--- src/rtl/phyev_pkg.sv ---
// What this block does
// (RULE_01) interface select bit 9, strap reset
// (RULE_02) far-end fault only without auto-negotiation
// (RULE_03) bit 2 enlarges reduced-interface elastic buffer
// (RULE_04) bit 1 enables out-of-band idle signalling; code enables it only while bit 9 is clear (reduced interface)
// (RULE_05) fiber flag disables negotiation and scrambling
// (RULE_06) speed bit 9, duplex bit 8
// (RULE_07) pause only after negotiation, both symmetric
// (RULE_08) bit 6 latches negotiation complete
// (RULE_09) bit 5 latches remote fault
// (RULE_10) bit 4 latches link failure
// (RULE_11) bit 3 latches code word acknowledge
// (RULE_12) bit 2 latches parallel detection fault
// (RULE_13) bit 1 latches page received
// (RULE_14) bit 0 latches 64k errors, read clears counter
// (RULE_15) global enable bit 7, reset 0
// (RULE_16) bit 8 selects pin direction, reset 1
// (RULE_17) event bits clear on read and reset
// (RULE_18) interrupt pin follows pending enabled events
// (RULE_19) reserved fields read defaults, ignore writes
package phyev_pkg;
	// register addresses on the management port
	localparam logic [4:0] REG_MAC_IF_CFG = 5'h10;
	localparam logic [4:0] REG_EVT_STATUS = 5'h11;
	localparam logic [4:0] REG_EVT_ENABLE = 5'h12;
	// interface config fields
	localparam int CFG_MII_SEL = 9;
	localparam int CFG_FEF_EN = 5;
	localparam int CFG_FIFO_EXT = 2;
	localparam int CFG_RMII_OOB = 1;
	localparam logic [15:0] CFG_RST = 16'h1000;
	localparam logic [15:0] CFG_WR_MASK = 16'h27E7;
	// status fields
	localparam int STS_FIBER = 10;
	localparam int STS_SPEED = 9;
	localparam int STS_DUPLEX = 8;
	localparam int STS_PAUSE = 7;
	localparam int EV_AN_DONE = 6;
	localparam int EV_REM_FLT = 5;
	localparam int EV_LINK_FAIL = 4;
	localparam int EV_ACK_MATCH = 3;
	localparam int EV_PD_FAULT = 2;
	localparam int EV_PAGE_RX = 1;
	localparam int EV_RX_FULL = 0;
	localparam int NUM_EV = 7;
	// enable register fields
	localparam int ENA_PIN_IN = 8;
	localparam int ENA_GLOBAL = 7;
	localparam logic [15:0] ENA_RST = 16'h0100;
	localparam logic [15:0] ENA_WR_MASK = 16'h01FF;
	// management frame framing
	localparam logic [5:0] PRE_ONES = 6'h20;
	localparam logic [4:0] HDR_LAST = 5'h0D;
	localparam logic [4:0] TA_LAST = 5'h01;
	localparam logic [4:0] DATA_LAST = 5'h0F;
	localparam logic [1:0] OP_WRITE = 2'b01;
	localparam logic [1:0] OP_READ = 2'b10;
	localparam logic [1:0] START_CODE = 2'b01;
	// receive error limit, 64k packets
	localparam int ERR_LIMIT = 65536;
	typedef enum logic [1:0] {
		ST_PRE = 2'b00,
		ST_HDR = 2'b01,
		ST_TA = 2'b11,
		ST_DATA = 2'b10
	} phyev_st_t;
endpackage

--- src/rtl/phyev_sync.sv ---
`timescale 1ns/10ps
`default_nettype none
module phyev_sync #(
	parameter int W = 1
) (
	input wire logic i_clk, // sampling clock
	input wire logic [W-1:0] i_d, // asynchronous inputs
	output logic [W-1:0] o_q // synchronised outputs
);
	logic [W-1:0] meta_q;
	// two-stage chain; first stage feeds only the second
	always_ff @(posedge i_clk) begin
		meta_q <= i_d;
		o_q <= meta_q;
	end
endmodule
`default_nettype wire

--- src/rtl/phyev_err_cnt.sv ---
`timescale 1ns/10ps
`default_nettype none
module phyev_err_cnt
	import phyev_pkg::*;
#(
	parameter int LIMIT = ERR_LIMIT,
	parameter int CW = $clog2(LIMIT + 1)
) (
	input wire logic i_clk, // clock
	input wire logic i_rst, // sync reset
	input wire logic i_err, // one errored packet
	input wire logic i_clr, // clear by status read
	output logic o_full // pulse on reaching limit
);
	logic [CW-1:0] cnt_q;
	localparam logic [CW-1:0] TOP = CW'(LIMIT);
	// saturates so that full fires once per fill
	always_ff @(posedge i_clk) begin
		if (i_rst || i_clr) begin
			cnt_q <= '0;
		end else if (i_err && cnt_q != TOP) begin
			cnt_q <= cnt_q + 1'b1;
		end
	end
	always_ff @(posedge i_clk) begin
		if (i_rst) begin
			o_full <= 1'b0;
		end else begin
			o_full <= !i_clr && i_err && (cnt_q == TOP - 1'b1);
		end
	end
endmodule
`default_nettype wire

--- src/rtl/phyev_top.sv ---
`timescale 1ns/10ps
`default_nettype none
module phyev_top
	import phyev_pkg::*;
#(
	parameter logic [4:0] PHY_ADDR = 5'h01,
	parameter int ERR_MAX = ERR_LIMIT
) (
	input wire logic I_CLK, // 25 MHz clock
	input wire logic I_RST, // sync reset, high
	input wire logic I_MDC, // management clock pin
	input wire logic I_MDIO, // management data in
	output logic O_MDIO, // management data out
	output logic O_MDIO_OE, // management data drive
	input wire logic I_PWRDN_IRQ_PIN, // shared pin level
	output logic O_PWRDN_IRQ_PIN, // shared pin out, irq low
	output logic O_PWRDN_IRQ_OE, // shared pin drive
	output logic O_POWER_DOWN, // power-down request
	input wire logic I_MII_STRAP, // interface strap pin
	input wire logic I_FIBER_SEL, // fiber select pin
	input wire logic I_AN_ENABLE, // negotiation enabled
	input wire logic I_AN_DONE, // negotiation complete
	input wire logic I_LOCAL_PAUSE, // local symmetric pause
	input wire logic I_PARTNER_PAUSE, // partner symmetric pause
	input wire logic I_LINK_UP, // link established
	input wire logic I_SPEED_100, // 100 Mb/s resolved
	input wire logic I_FULL_DUPLEX, // full duplex resolved
	input wire logic I_REMOTE_FAULT, // remote fault seen
	input wire logic I_ACK_MATCH, // code word ack match
	input wire logic I_PD_FAULT, // parallel detect fault
	input wire logic I_PAGE_RX, // page received
	input wire logic I_RX_ERR, // errored packet pulse
	output logic O_MII_SEL, // full interface selected
	output logic O_FEF_ACTIVE, // far-end fault active
	output logic O_FIFO_EXT, // extended elastic buffer
	output logic O_RMII_OOB, // out-of-band signalling
	output logic O_AN_ALLOWED, // negotiation allowed
	output logic O_SCRAMBLE_EN // scrambler enabled
);
	logic mdc_s, mdio_s, pin_s, strap_s, fiber_s;
	logic mdc_prev_q, rise;
	phyev_st_t st_q;
	logic [5:0] ones_q;
	logic [4:0] cnt_q;
	logic [12:0] sr_q;
	logic [13:0] hdr_w;
	logic [15:0] wsr_q, wr_w, rsr_q;
	logic [4:0] addr_q;
	logic rd_q, hit_q;
	logic hdr_done, rd_clr, wr_go;
	logic [15:0] cfg_q, ena_q, stat_w;
	logic [NUM_EV-1:0] flags_q, ev_set;
	logic an_prev_q, link_prev_q, err_full, irq_q;
	logic strap_ld_q;

	// pins from outside the clock domain
	phyev_sync #(.W(5)) u_sync (
		.i_clk(I_CLK),
		.i_d({I_MDC, I_MDIO, I_PWRDN_IRQ_PIN, I_MII_STRAP, I_FIBER_SEL}),
		.o_q({mdc_s, mdio_s, pin_s, strap_s, fiber_s})
	);

	phyev_err_cnt #(.LIMIT(ERR_MAX)) u_err (
		.i_clk(I_CLK),
		.i_rst(I_RST),
		.i_err(I_RX_ERR),
		.i_clr(rd_clr),
		.o_full(err_full)
	);

	// register read view
	function automatic logic [15:0] rd_mux(input logic [4:0] a, input logic [15:0] c, input logic [15:0] s,
		input logic [15:0] e);
		case (a)
			REG_MAC_IF_CFG: rd_mux = c;
			REG_EVT_STATUS: rd_mux = s;
			REG_EVT_ENABLE: rd_mux = e;
			default: rd_mux = 16'h0000;
		endcase
	endfunction

	// management clock edge, seen on the synchronised copy
	always_ff @(posedge I_CLK) begin
		if (I_RST) begin
			mdc_prev_q <= 1'b0;
		end else begin
			mdc_prev_q <= mdc_s;
		end
	end
	assign rise = mdc_s && !mdc_prev_q;
	assign hdr_w = {sr_q, mdio_s};
	assign wr_w = {wsr_q[14:0], mdio_s};
	assign hdr_done = rise && st_q == ST_HDR && cnt_q == HDR_LAST;
	assign rd_clr = hdr_done && hdr_w[13:12] == START_CODE && hdr_w[11:10] == OP_READ
		&& hdr_w[9:5] == PHY_ADDR && hdr_w[4:0] == REG_EVT_STATUS;
	assign wr_go = rise && st_q == ST_DATA && cnt_q == DATA_LAST && hit_q && !rd_q;

	// frame sequencer: preamble, header, turnaround, data
	always_ff @(posedge I_CLK) begin
		if (I_RST) begin
			st_q <= ST_PRE;
			ones_q <= 6'h00;
			cnt_q <= 5'h00;
			sr_q <= 13'h0000;
			wsr_q <= 16'h0000;
			addr_q <= 5'h00;
			rd_q <= 1'b0;
			hit_q <= 1'b0;
		end else if (rise) begin
			case (st_q)
				ST_PRE: begin
					if (mdio_s) begin
						ones_q <= (ones_q == PRE_ONES) ? ones_q : ones_q + 1'b1;
					end else if (ones_q == PRE_ONES) begin
						st_q <= ST_HDR;
						cnt_q <= 5'h01;
						sr_q <= 13'h0000;
					end else begin
						ones_q <= 6'h00;
					end
				end
				ST_HDR: begin
					sr_q <= hdr_w[12:0];
					cnt_q <= cnt_q + 1'b1;
					if (cnt_q == HDR_LAST) begin
						st_q <= ST_TA;
						cnt_q <= 5'h00;
						addr_q <= hdr_w[4:0];
						rd_q <= hdr_w[11:10] == OP_READ;
						hit_q <= hdr_w[13:12] == START_CODE && hdr_w[9:5] == PHY_ADDR
							&& (hdr_w[11:10] == OP_READ || hdr_w[11:10] == OP_WRITE);
					end
				end
				ST_TA: begin
					cnt_q <= cnt_q + 1'b1;
					if (cnt_q == TA_LAST) begin
						st_q <= ST_DATA;
						cnt_q <= 5'h00;
					end
				end
				ST_DATA: begin
					wsr_q <= wr_w;
					cnt_q <= cnt_q + 1'b1;
					if (cnt_q == DATA_LAST) begin
						st_q <= ST_PRE;
						ones_q <= 6'h00;
					end
				end
				default: st_q <= ST_PRE;
			endcase
		end
	end

	// read driver: drive zero in second turnaround bit, then msb first
	always_ff @(posedge I_CLK) begin
		if (I_RST) begin
			rsr_q <= 16'h0000;
			O_MDIO <= 1'b0;
			O_MDIO_OE <= 1'b0;
		end else if (rise) begin
			if (hdr_done) begin
				rsr_q <= rd_mux(hdr_w[4:0], cfg_q, stat_w, ena_q);
			end else if (st_q == ST_TA && hit_q && rd_q) begin
				O_MDIO_OE <= 1'b1;
				if (cnt_q == TA_LAST) begin
					O_MDIO <= rsr_q[15];
					rsr_q <= {rsr_q[14:0], 1'b0};
				end else begin
					O_MDIO <= 1'b0;
				end
			end else if (st_q == ST_DATA && O_MDIO_OE) begin
				O_MDIO <= rsr_q[15];
				rsr_q <= {rsr_q[14:0], 1'b0};
				if (cnt_q == DATA_LAST) begin
					O_MDIO_OE <= 1'b0;
				end
			end
		end
	end

	// one more strap load just after release; a short reset may end before the sync chain fills
	always_ff @(posedge I_CLK) begin
		if (I_RST) begin
			strap_ld_q <= 1'b1;
		end else begin
			strap_ld_q <= 1'b0;
		end
	end

	// interface config; strap captured while reset is held
	always_ff @(posedge I_CLK) begin
		if (I_RST) begin
			cfg_q <= CFG_RST;
			cfg_q[CFG_MII_SEL] <= strap_s; // RULE_01
		end else if (strap_ld_q) begin
			cfg_q[CFG_MII_SEL] <= strap_s; // RULE_01
		end else if (wr_go && addr_q == REG_MAC_IF_CFG) begin
			cfg_q <= (wr_w & CFG_WR_MASK) | (CFG_RST & ~CFG_WR_MASK); // RULE_19
		end
	end

	// event enables and pin direction
	always_ff @(posedge I_CLK) begin
		if (I_RST) begin
			ena_q <= ENA_RST; // RULE_15 RULE_16
		end else if (wr_go && addr_q == REG_EVT_ENABLE) begin
			ena_q <= wr_w & ENA_WR_MASK; // RULE_19
		end
	end

	// event sources, edges found against the previous level
	always_ff @(posedge I_CLK) begin
		if (I_RST) begin
			an_prev_q <= 1'b0;
			link_prev_q <= 1'b0;
		end else begin
			an_prev_q <= I_AN_DONE;
			link_prev_q <= I_LINK_UP;
		end
	end
	always_comb begin
		ev_set = '0;
		ev_set[EV_AN_DONE] = I_AN_DONE && !an_prev_q; // RULE_08
		ev_set[EV_REM_FLT] = I_REMOTE_FAULT; // RULE_09
		ev_set[EV_LINK_FAIL] = link_prev_q && !I_LINK_UP; // RULE_10
		ev_set[EV_ACK_MATCH] = I_ACK_MATCH; // RULE_11
		ev_set[EV_PD_FAULT] = I_PD_FAULT; // RULE_12
		ev_set[EV_PAGE_RX] = I_PAGE_RX; // RULE_13
		ev_set[EV_RX_FULL] = err_full; // RULE_14
	end

	// latch-high flags; a new event beats the read clear
	always_ff @(posedge I_CLK) begin
		if (I_RST) begin
			flags_q <= '0; // RULE_17
		end else begin
			flags_q <= (rd_clr ? '0 : flags_q) | ev_set; // RULE_17
		end
	end

	// status view; speed and duplex only mean much with link up
	always_comb begin
		stat_w = 16'h0000; // RULE_19
		stat_w[STS_FIBER] = fiber_s; // RULE_05
		stat_w[STS_SPEED] = I_SPEED_100; // RULE_06
		stat_w[STS_DUPLEX] = I_FULL_DUPLEX; // RULE_06
		stat_w[STS_PAUSE] = I_AN_DONE && I_LOCAL_PAUSE && I_PARTNER_PAUSE; // RULE_07
		stat_w[NUM_EV-1:0] = flags_q;
	end

	// interrupt request, registered to keep the pin glitch free
	always_ff @(posedge I_CLK) begin
		if (I_RST) begin
			irq_q <= 1'b0;
		end else begin
			irq_q <= !ena_q[ENA_PIN_IN] && ena_q[ENA_GLOBAL] && |(flags_q & ena_q[NUM_EV-1:0]); // RULE_15 RULE_18
		end
	end
	assign O_PWRDN_IRQ_OE = !ena_q[ENA_PIN_IN]; // RULE_16
	assign O_PWRDN_IRQ_PIN = !irq_q; // RULE_18

	// configuration outputs to the datapath
	always_ff @(posedge I_CLK) begin
		if (I_RST) begin
			O_MII_SEL <= 1'b0;
			O_FEF_ACTIVE <= 1'b0;
			O_FIFO_EXT <= 1'b0;
			O_RMII_OOB <= 1'b0;
			O_AN_ALLOWED <= 1'b0;
			O_SCRAMBLE_EN <= 1'b0;
			O_POWER_DOWN <= 1'b0;
		end else begin
			O_MII_SEL <= cfg_q[CFG_MII_SEL]; // RULE_01
			O_FEF_ACTIVE <= cfg_q[CFG_FEF_EN] && !I_AN_ENABLE; // RULE_02
			O_FIFO_EXT <= cfg_q[CFG_FIFO_EXT]; // RULE_03
			O_RMII_OOB <= cfg_q[CFG_RMII_OOB] && !cfg_q[CFG_MII_SEL]; // RULE_04
			O_AN_ALLOWED <= I_AN_ENABLE && !fiber_s; // RULE_05
			O_SCRAMBLE_EN <= !fiber_s; // RULE_05
			O_POWER_DOWN <= ena_q[ENA_PIN_IN] && pin_s; // RULE_16
		end
	end
endmodule
`default_nettype wire

--- config.mk ---
export PLATFORM = sky130hd
export DESIGN_NAME = phyev_top
export DESIGN_NICKNAME = d
export VERILOG_FILES = /design/src/rtl/phyev_pkg.sv /design/src/rtl/phyev_sync.sv /design/src/rtl/phyev_err_cnt.sv /design/src/rtl/phyev_top.sv
export SDC_FILE = /design/constraint.sdc
export NUM_CORES = 1
export LEC_CHECK = 0
export BUFFER_PORTS_ARGS = -buffer_cell sky130_fd_sc_hd__buf_2
export CAP_MARGIN = 20
export CORE_UTILIZATION = 45
export CTS_CLUSTER_SIZE = 25
export DETAILED_ROUTE_END_ITERATION = 16
export PLACE_DENSITY = 0.67
export SLEW_MARGIN = 40
export SYNTH_ARGS = -nofsm -noshare
export SYNTH_HDL_FRONTEND = slang
export SYNTH_HIERARCHICAL = 1
export SYNTH_SLANG_ARGS = --single-unit
--- constraint.sdc ---
create_clock -name I_CLK -period 3.4 [get_ports I_CLK]
set_input_delay 0.17 -clock I_CLK [delete_from_list [all_inputs] [get_ports I_CLK]]
set_output_delay 0.17 -clock I_CLK [all_outputs]
set_load 0.005 [all_outputs]
### After elaboration in Yosys (flattened, before gate mapping)

Index checks and enable logic that the tools add are counted.

* add/sub/neg operators: 3
* equal/unequal tests: 25
* mux-type cells: 36
* bitwise gates (word level): 4
* reduce and logical (&&, ||, !) cells: 61

Operator list (count)
* 16-bit two-way mux: 4
* 14-bit case mux with 3 select lines: 1
* 1-bit logical AND: 31
* 13-bit two-way mux: 2
* 13-bit case mux with 2 select lines: 1
* 5-bit == test (second input constant): 5
* 6-bit two-way mux: 4
* 10-bit two-way mux: 2
* 5-bit two-way mux: 4
* 5-bit case mux with 4 select lines: 1
* 17-bit by 1-bit adder with 17-bit output (second input constant): 1
* 17-bit by 16-bit == test with 1-bit output (second input constant): 1
* 17-bit != test (second input constant): 1
* 6-bit case mux with 2 select lines: 1
* 3-bit AND reduction: 4
* 4-bit AND reduction: 3
* 5-bit by 1-bit == test with 1-bit output (second input constant): 2
* 5-bit by 4-bit == test with 1-bit output (second input constant): 2
* 1-bit logical NOT: 10
* 2-bit two-way mux: 5
* 9-bit two-way mux: 1
* 1-bit two-way mux: 8
* 2-bit != test (second input constant): 4
* 2-bit case mux with 4 select lines: 1
* other kinds (18): 30

* bits in registers: 130
* input bits: 19
* output and inout port bits: 11
* word-level logic and storage cells: 160

### Depth between registers and ports, before layout

* depth after elaboration: 11
* mapped depth: 9
* mapped depth without buffers: 8

### By module

The synthesis kept the hierarchy.

Modules (own cells, without submodules)
* phyev_top: instances 1, cells an instance 502, area an instance 4538.1 um2, sequential area each 2052.0 um2
* phyev_err_cnt: instances 1, cells an instance 103, area an instance 869.6 um2, sequential area each 360.3 um2
* phyev_sync: instances 1, cells an instance 10, area an instance 200.2 um2, sequential area each 200.2 um2

### Worst setup path before layout

Ideal clock, no wire load.

* path type: reg2reg
* start point: register cnt_q[0] (netlist name)
* end point: register u_err.cnt_q[0]
* setup time: 0.128 ns
* arrival: 1.960 ns
* required time: 3.272 ns
* path slack: 1.312 ns
* stages on the path, launching flop included: 9
* path buffers: 2
* period minus slack after synthesis: 2.088 ns
* cell sequence: dfxtp_1 ha_1 and4b_1 nand3_1 nor3_1 or2_2 clkbuf_1 clkbuf_1 nor2_1

RTL lines
* to (signal assigned): line phyev_err_cnt.sv:22 `cnt_q <= cnt_q + 1'b1;`
* to (decl): line phyev_err_cnt.sv:15 `logic [CW-1:0] cnt_q;`

==> metrics.json <==
{
  "cts_made_buffers": 17,
  "design_area_sq_um": 6533,
  "ant_nets": 0,
  "clock_insertion_delay_worst_skew_ns": 0.42,
  "synth.ff_latch_count": 130,
  "final_period_minus_worst_setup_slack_ns": 2.673,
  "placementRows": 40,
  "syn2layout_area_growth_pct": 16.49,
  "vias_per_cell": 5.483,
  "tightest_hold_check_type": "in -> reg",
  "critical_path_class": "reg -> reg",
  "mapped_nets": 643,
  "design.portCount": 30,
  "irDropWorstVdd_mv": 0.3237,
  "power.leakage_nw": 2.521,
  "max_freq_mhz": 374.2,
  "synth_common_cells": "129 x sky130_fd_sc_hd__dfxtp_1, 63 x sky130_fd_sc_hd__nor2_1, 55 x sky130_fd_sc_hd__nand2_1, 40 x sky130_fd_sc_hd__a21oi_1, 34 x sky130_fd_sc_hd__inv_1",
  "finalSetupTns_ns": 0,
  "worst_case_register_to_register_setup_slack_ns": 0.73,
  "synthCells": 615,
  "register_area_share_after_synthesis_pct": 46.59,
  "comb_power_share_pct": 3.1,
  "grt_start_max_net_pins": 56,
  "drv_slew": 0,
  "post_dp_cell_area_sq_um": 5851,
  "synth.area.top_cells": "sky130_fd_sc_hd__dfxtp_1 46%, sky130_fd_sc_hd__nor2_1 4.2%, sky130_fd_sc_hd__mux2i_1 4.1%, sky130_fd_sc_hd__nand2_1 3.7%, sky130_fd_sc_hd__a21oi_1 3.6%",
  "cts_post_setup_buffers_inserted": 0,
  "max_stage_delay_ns": 0.60,
  "grt_usage_pct": 20.75,
  "skew_ns": 0.005542,
  "top_cell_type_s_share_of_synthesized_area_pct": 46.05,
  "yosysUniqueCellTypes": 72,
  "ys.flop_type": "sky130_fd_sc_hd__dfxtp_1",
  "total_switching_power_mw": 0.7545,
  "port_buffers": 29,
  "initial_utilization_pct": 46.49,
  "slew_headroom_pct": 47.39,
  "maximum_buffer_depth_of_the_clock_tree": 2,
  "antenna_cells": 0,
  "p_sw_share_pct": 21.92,
  "wl_per_cell_um": 15.10,
  "clkSinkCount": 130,
  "critical-path-top-delay-family": "simple AND/OR/NAND/NOR gates",
  "holdWs_ns": 0.02421,
  "drt_first_iter_violations": 285,
  "seqPwrFrac_pct": 45.6,
  "path_buf_inv": 0,
  "die_w_um": 113.6,
  "die_h_um": 113.6,
  "die_area_sq_um": 12910,
  "globalRoute.totalOverflow": 0,
  "clock_input_transition_at_the_sequential_cells_of_the_worst_setup_and_hold_paths_ns": 0.06,
  "clockPowerShare_pct": 51.3,
  "edff_count_synth": 1,
  "routed_wl_mm": 12.47,
  "synthesis.area_sq_um": 5608,
  "vias_in_the_first_global_route": 4370,
  "fp.coreArea_sq_um": 12060,
  "cp.arrival_ns": 2.98,
  "setup_slack_ns": 0.7273,
  "critPathMaxFanout": 10,
  "hpwl_reported_at_the_end_of_detailed_placement_mm": 8.359,
  "clk_root_buffer_cell": "sky130_fd_sc_hd__clkbuf_16",
  "detail_route.first_pass.iterations": 4,
  "ys_warn_count": 6,
  "htree_levels": 4,
  "run_status": "complete, no violations",
  "post_route_cells_drive_above_1_share_pct": 13.68,
  "cell_internal_pwr_mw": 2.687,
  "syn-mean-instance-area_sq_um": 9.119,
  "crit_path_start_kind": "flop",
  "total_via_count_after_detailed_routing": 4529,
  "period_share_pct": 78.61,
  "leading_cell_type_by_number_of_instances_after_synthesis": "sky130_fd_sc_hd__dfxtp_1",
  "grt_antenna_before_repair": 0,
  "critical_path_required_ns": 3.71,
  "grt_setup_unrepaired": "no",
  "cell_repeated_most_along_the_worst_path": "sky130_fd_sc_hd__ha_1",
  "synth-async-reset-ratio_pct": 0,
  "timing.critical_path.to_type": "flop",
  "wire_length_of_the_first_global_routing_pass_mm": 20.79,
  "powerDensity_nw_per_um2": 526.8,
  "gp_congestion": 0.8231,
  "cp_cell_sequence": "ha_1 -> and3_1 -> ha_1 -> nor4bb_1 -> nand4_1 -> a211o_1",
  "synth_top_cell_by_area": "sky130_fd_sc_hd__dfxtp_1",
  "final-hold-violation-count": 0,
  "dp_worst_setup_slack_ns": 0.7478,
  "report.final.setup_viol": 0,
  "net_count_of_the_finished_layout": 674,
  "number_of_drc_violations_after_detailed_routing": 0,
  "max_slew.worst_pin.slew_ns": 0.7692,
  "critical-path-slowest-cell": "sky130_fd_sc_hd__nand4_1",
  "drv_cap": 0,
  "cts_tree": "yes"
}
-- layer usage --
metal  share of wire (%)  track usage [%]  up-vias
met5                   0                0        -
met4                 1.3            7.807        0
met3                 3.5            6.057       14
met2                  47            32.89       78
met1                  49            26.74     2182
li1                    -                -     2255
-- flip-flops by register name, summed over array words and instances, names as in the netlist, 2 cells and up --
signal / count
u_sync/o_q: 5
sr_q: 13
cnt_q: 5
rsr_q: 16
st_q: 2
addr_q: 5
flags_q: 7
cfg_q: 10
wsr_q: 13
u_err/cnt_q: 17
ones_q: 6
ena_q: 9
u_sync/meta_q: 5
-- power by group through the flow --
stage / registers, mW / clock network [mW] / logic [mW]
3_5_place_dp: 1.60 / 0 / 0.0973
4_1_cts: 1.57 / 1.80 / 0.106
6_report: 1.57 / 1.76 / 0.107
3_3_place_gp: 1.60 / 0 / 0.0942
2_1_floorplan: 1.60 / 0 / 0.0662
5_1_grt: 1.57 / 1.86 / 0.120
-- timing repair --
| action | in CTS | in global routing |
|---|---|---|
| resized for setup | 0 | 0 |
| endpoints found under the hold margin | 11 | 0 |
| setup endpoints to repair | 0 | 0 |
| hold buffers | 9 | 0 |
-- placed cells by master (no fill, tap or decap), drive strengths merged, types with 7 or more instances in the layout --
| cell | instances |
|---|---|
| ha | 9 |
| nor3b | 8 |
| dfxtp | 129 |
| nand4 | 7 |
| nor2 | 63 |
| a2111oi | 15 |
| nor4 | 7 |
| mux2i | 23 |
| a22o | 14 |
| nand2b | 12 |
| nor2b | 9 |
| o21ai | 19 |
| inv | 36 |
| nand2 | 55 |
| and3 | 15 |
| xnor2 | 7 |
| a21oi | 41 |
| buf | 36 |
| nor3 | 21 |
| dlygate4sd3 | 9 |
| nand3 | 13 |
| clkbuf | 18 |
-- area by class of cell --
class | instances | area, sq um
fillers | 1063 | 5529
flip-flops and latches | 130 | 2613
clock inverters | 13 | 136.4
multi-input cells | 418 | 2719
well taps | 168 | 210.2
clock buffers | 18 | 439.2
repair buffers | 45 | 287.8
inverters | 34 | 127.6
-- worst register-to-register path, cell delays in order (launching register included) --
cell	delay [ns]
sky130_fd_sc_hd__dfxtp_1	0.42
sky130_fd_sc_hd__ha_1	0.22
sky130_fd_sc_hd__and3_1	0.17
sky130_fd_sc_hd__ha_1	0.23
sky130_fd_sc_hd__nor4bb_1	0.48
sky130_fd_sc_hd__nand4_1	0.60
sky130_fd_sc_hd__a211o_1	0.45
-- worst paths after layout --
path                                               start               endpoint  cells after the start
worst max-delay path               cnt_q[0]$_SDFFE_PP0P_  ena_q[8]$_SDFFE_PP1P_                      6
worst min-delay path                           I_PAGE_RX  flags_q[1]$_SDFF_PP0_                      3
worst max register to register     cnt_q[0]$_SDFFE_PP0P_  ena_q[8]$_SDFFE_PP1P_                      6
worst min register to register  u_sync/meta_q[4]$_DFF_P_  u_sync/o_q[4]$_DFF_P_                      0
-- cells by family (layout without fill, tap and decap cells) --
group	count (synthesis)	in the layout	share of synthesized area (%)
adder cells (fa/ha/maj)	9	9	2.008
flip-flops	130	130	46.59
buffers and inverters	67	110	5.332
multiplexers	25	25	4.507
AO/OA/AOI/OAI	126	126	15.84
XOR/XNOR	10	10	1.562
AND/OR/NAND/NOR	248	248	24.16
-- metrics by stage --
stage	util, %	cells	power (mW)
after detailed placement	48.51	786	1.699
after floorplan	-	615	1.661
final	54.16	826	3.441
after global placement	48.51	786	1.695
after CTS	54.02	826	3.474
after global routing	54.16	826	3.556
No activity file was read; power rests on OpenSTA's default activity.
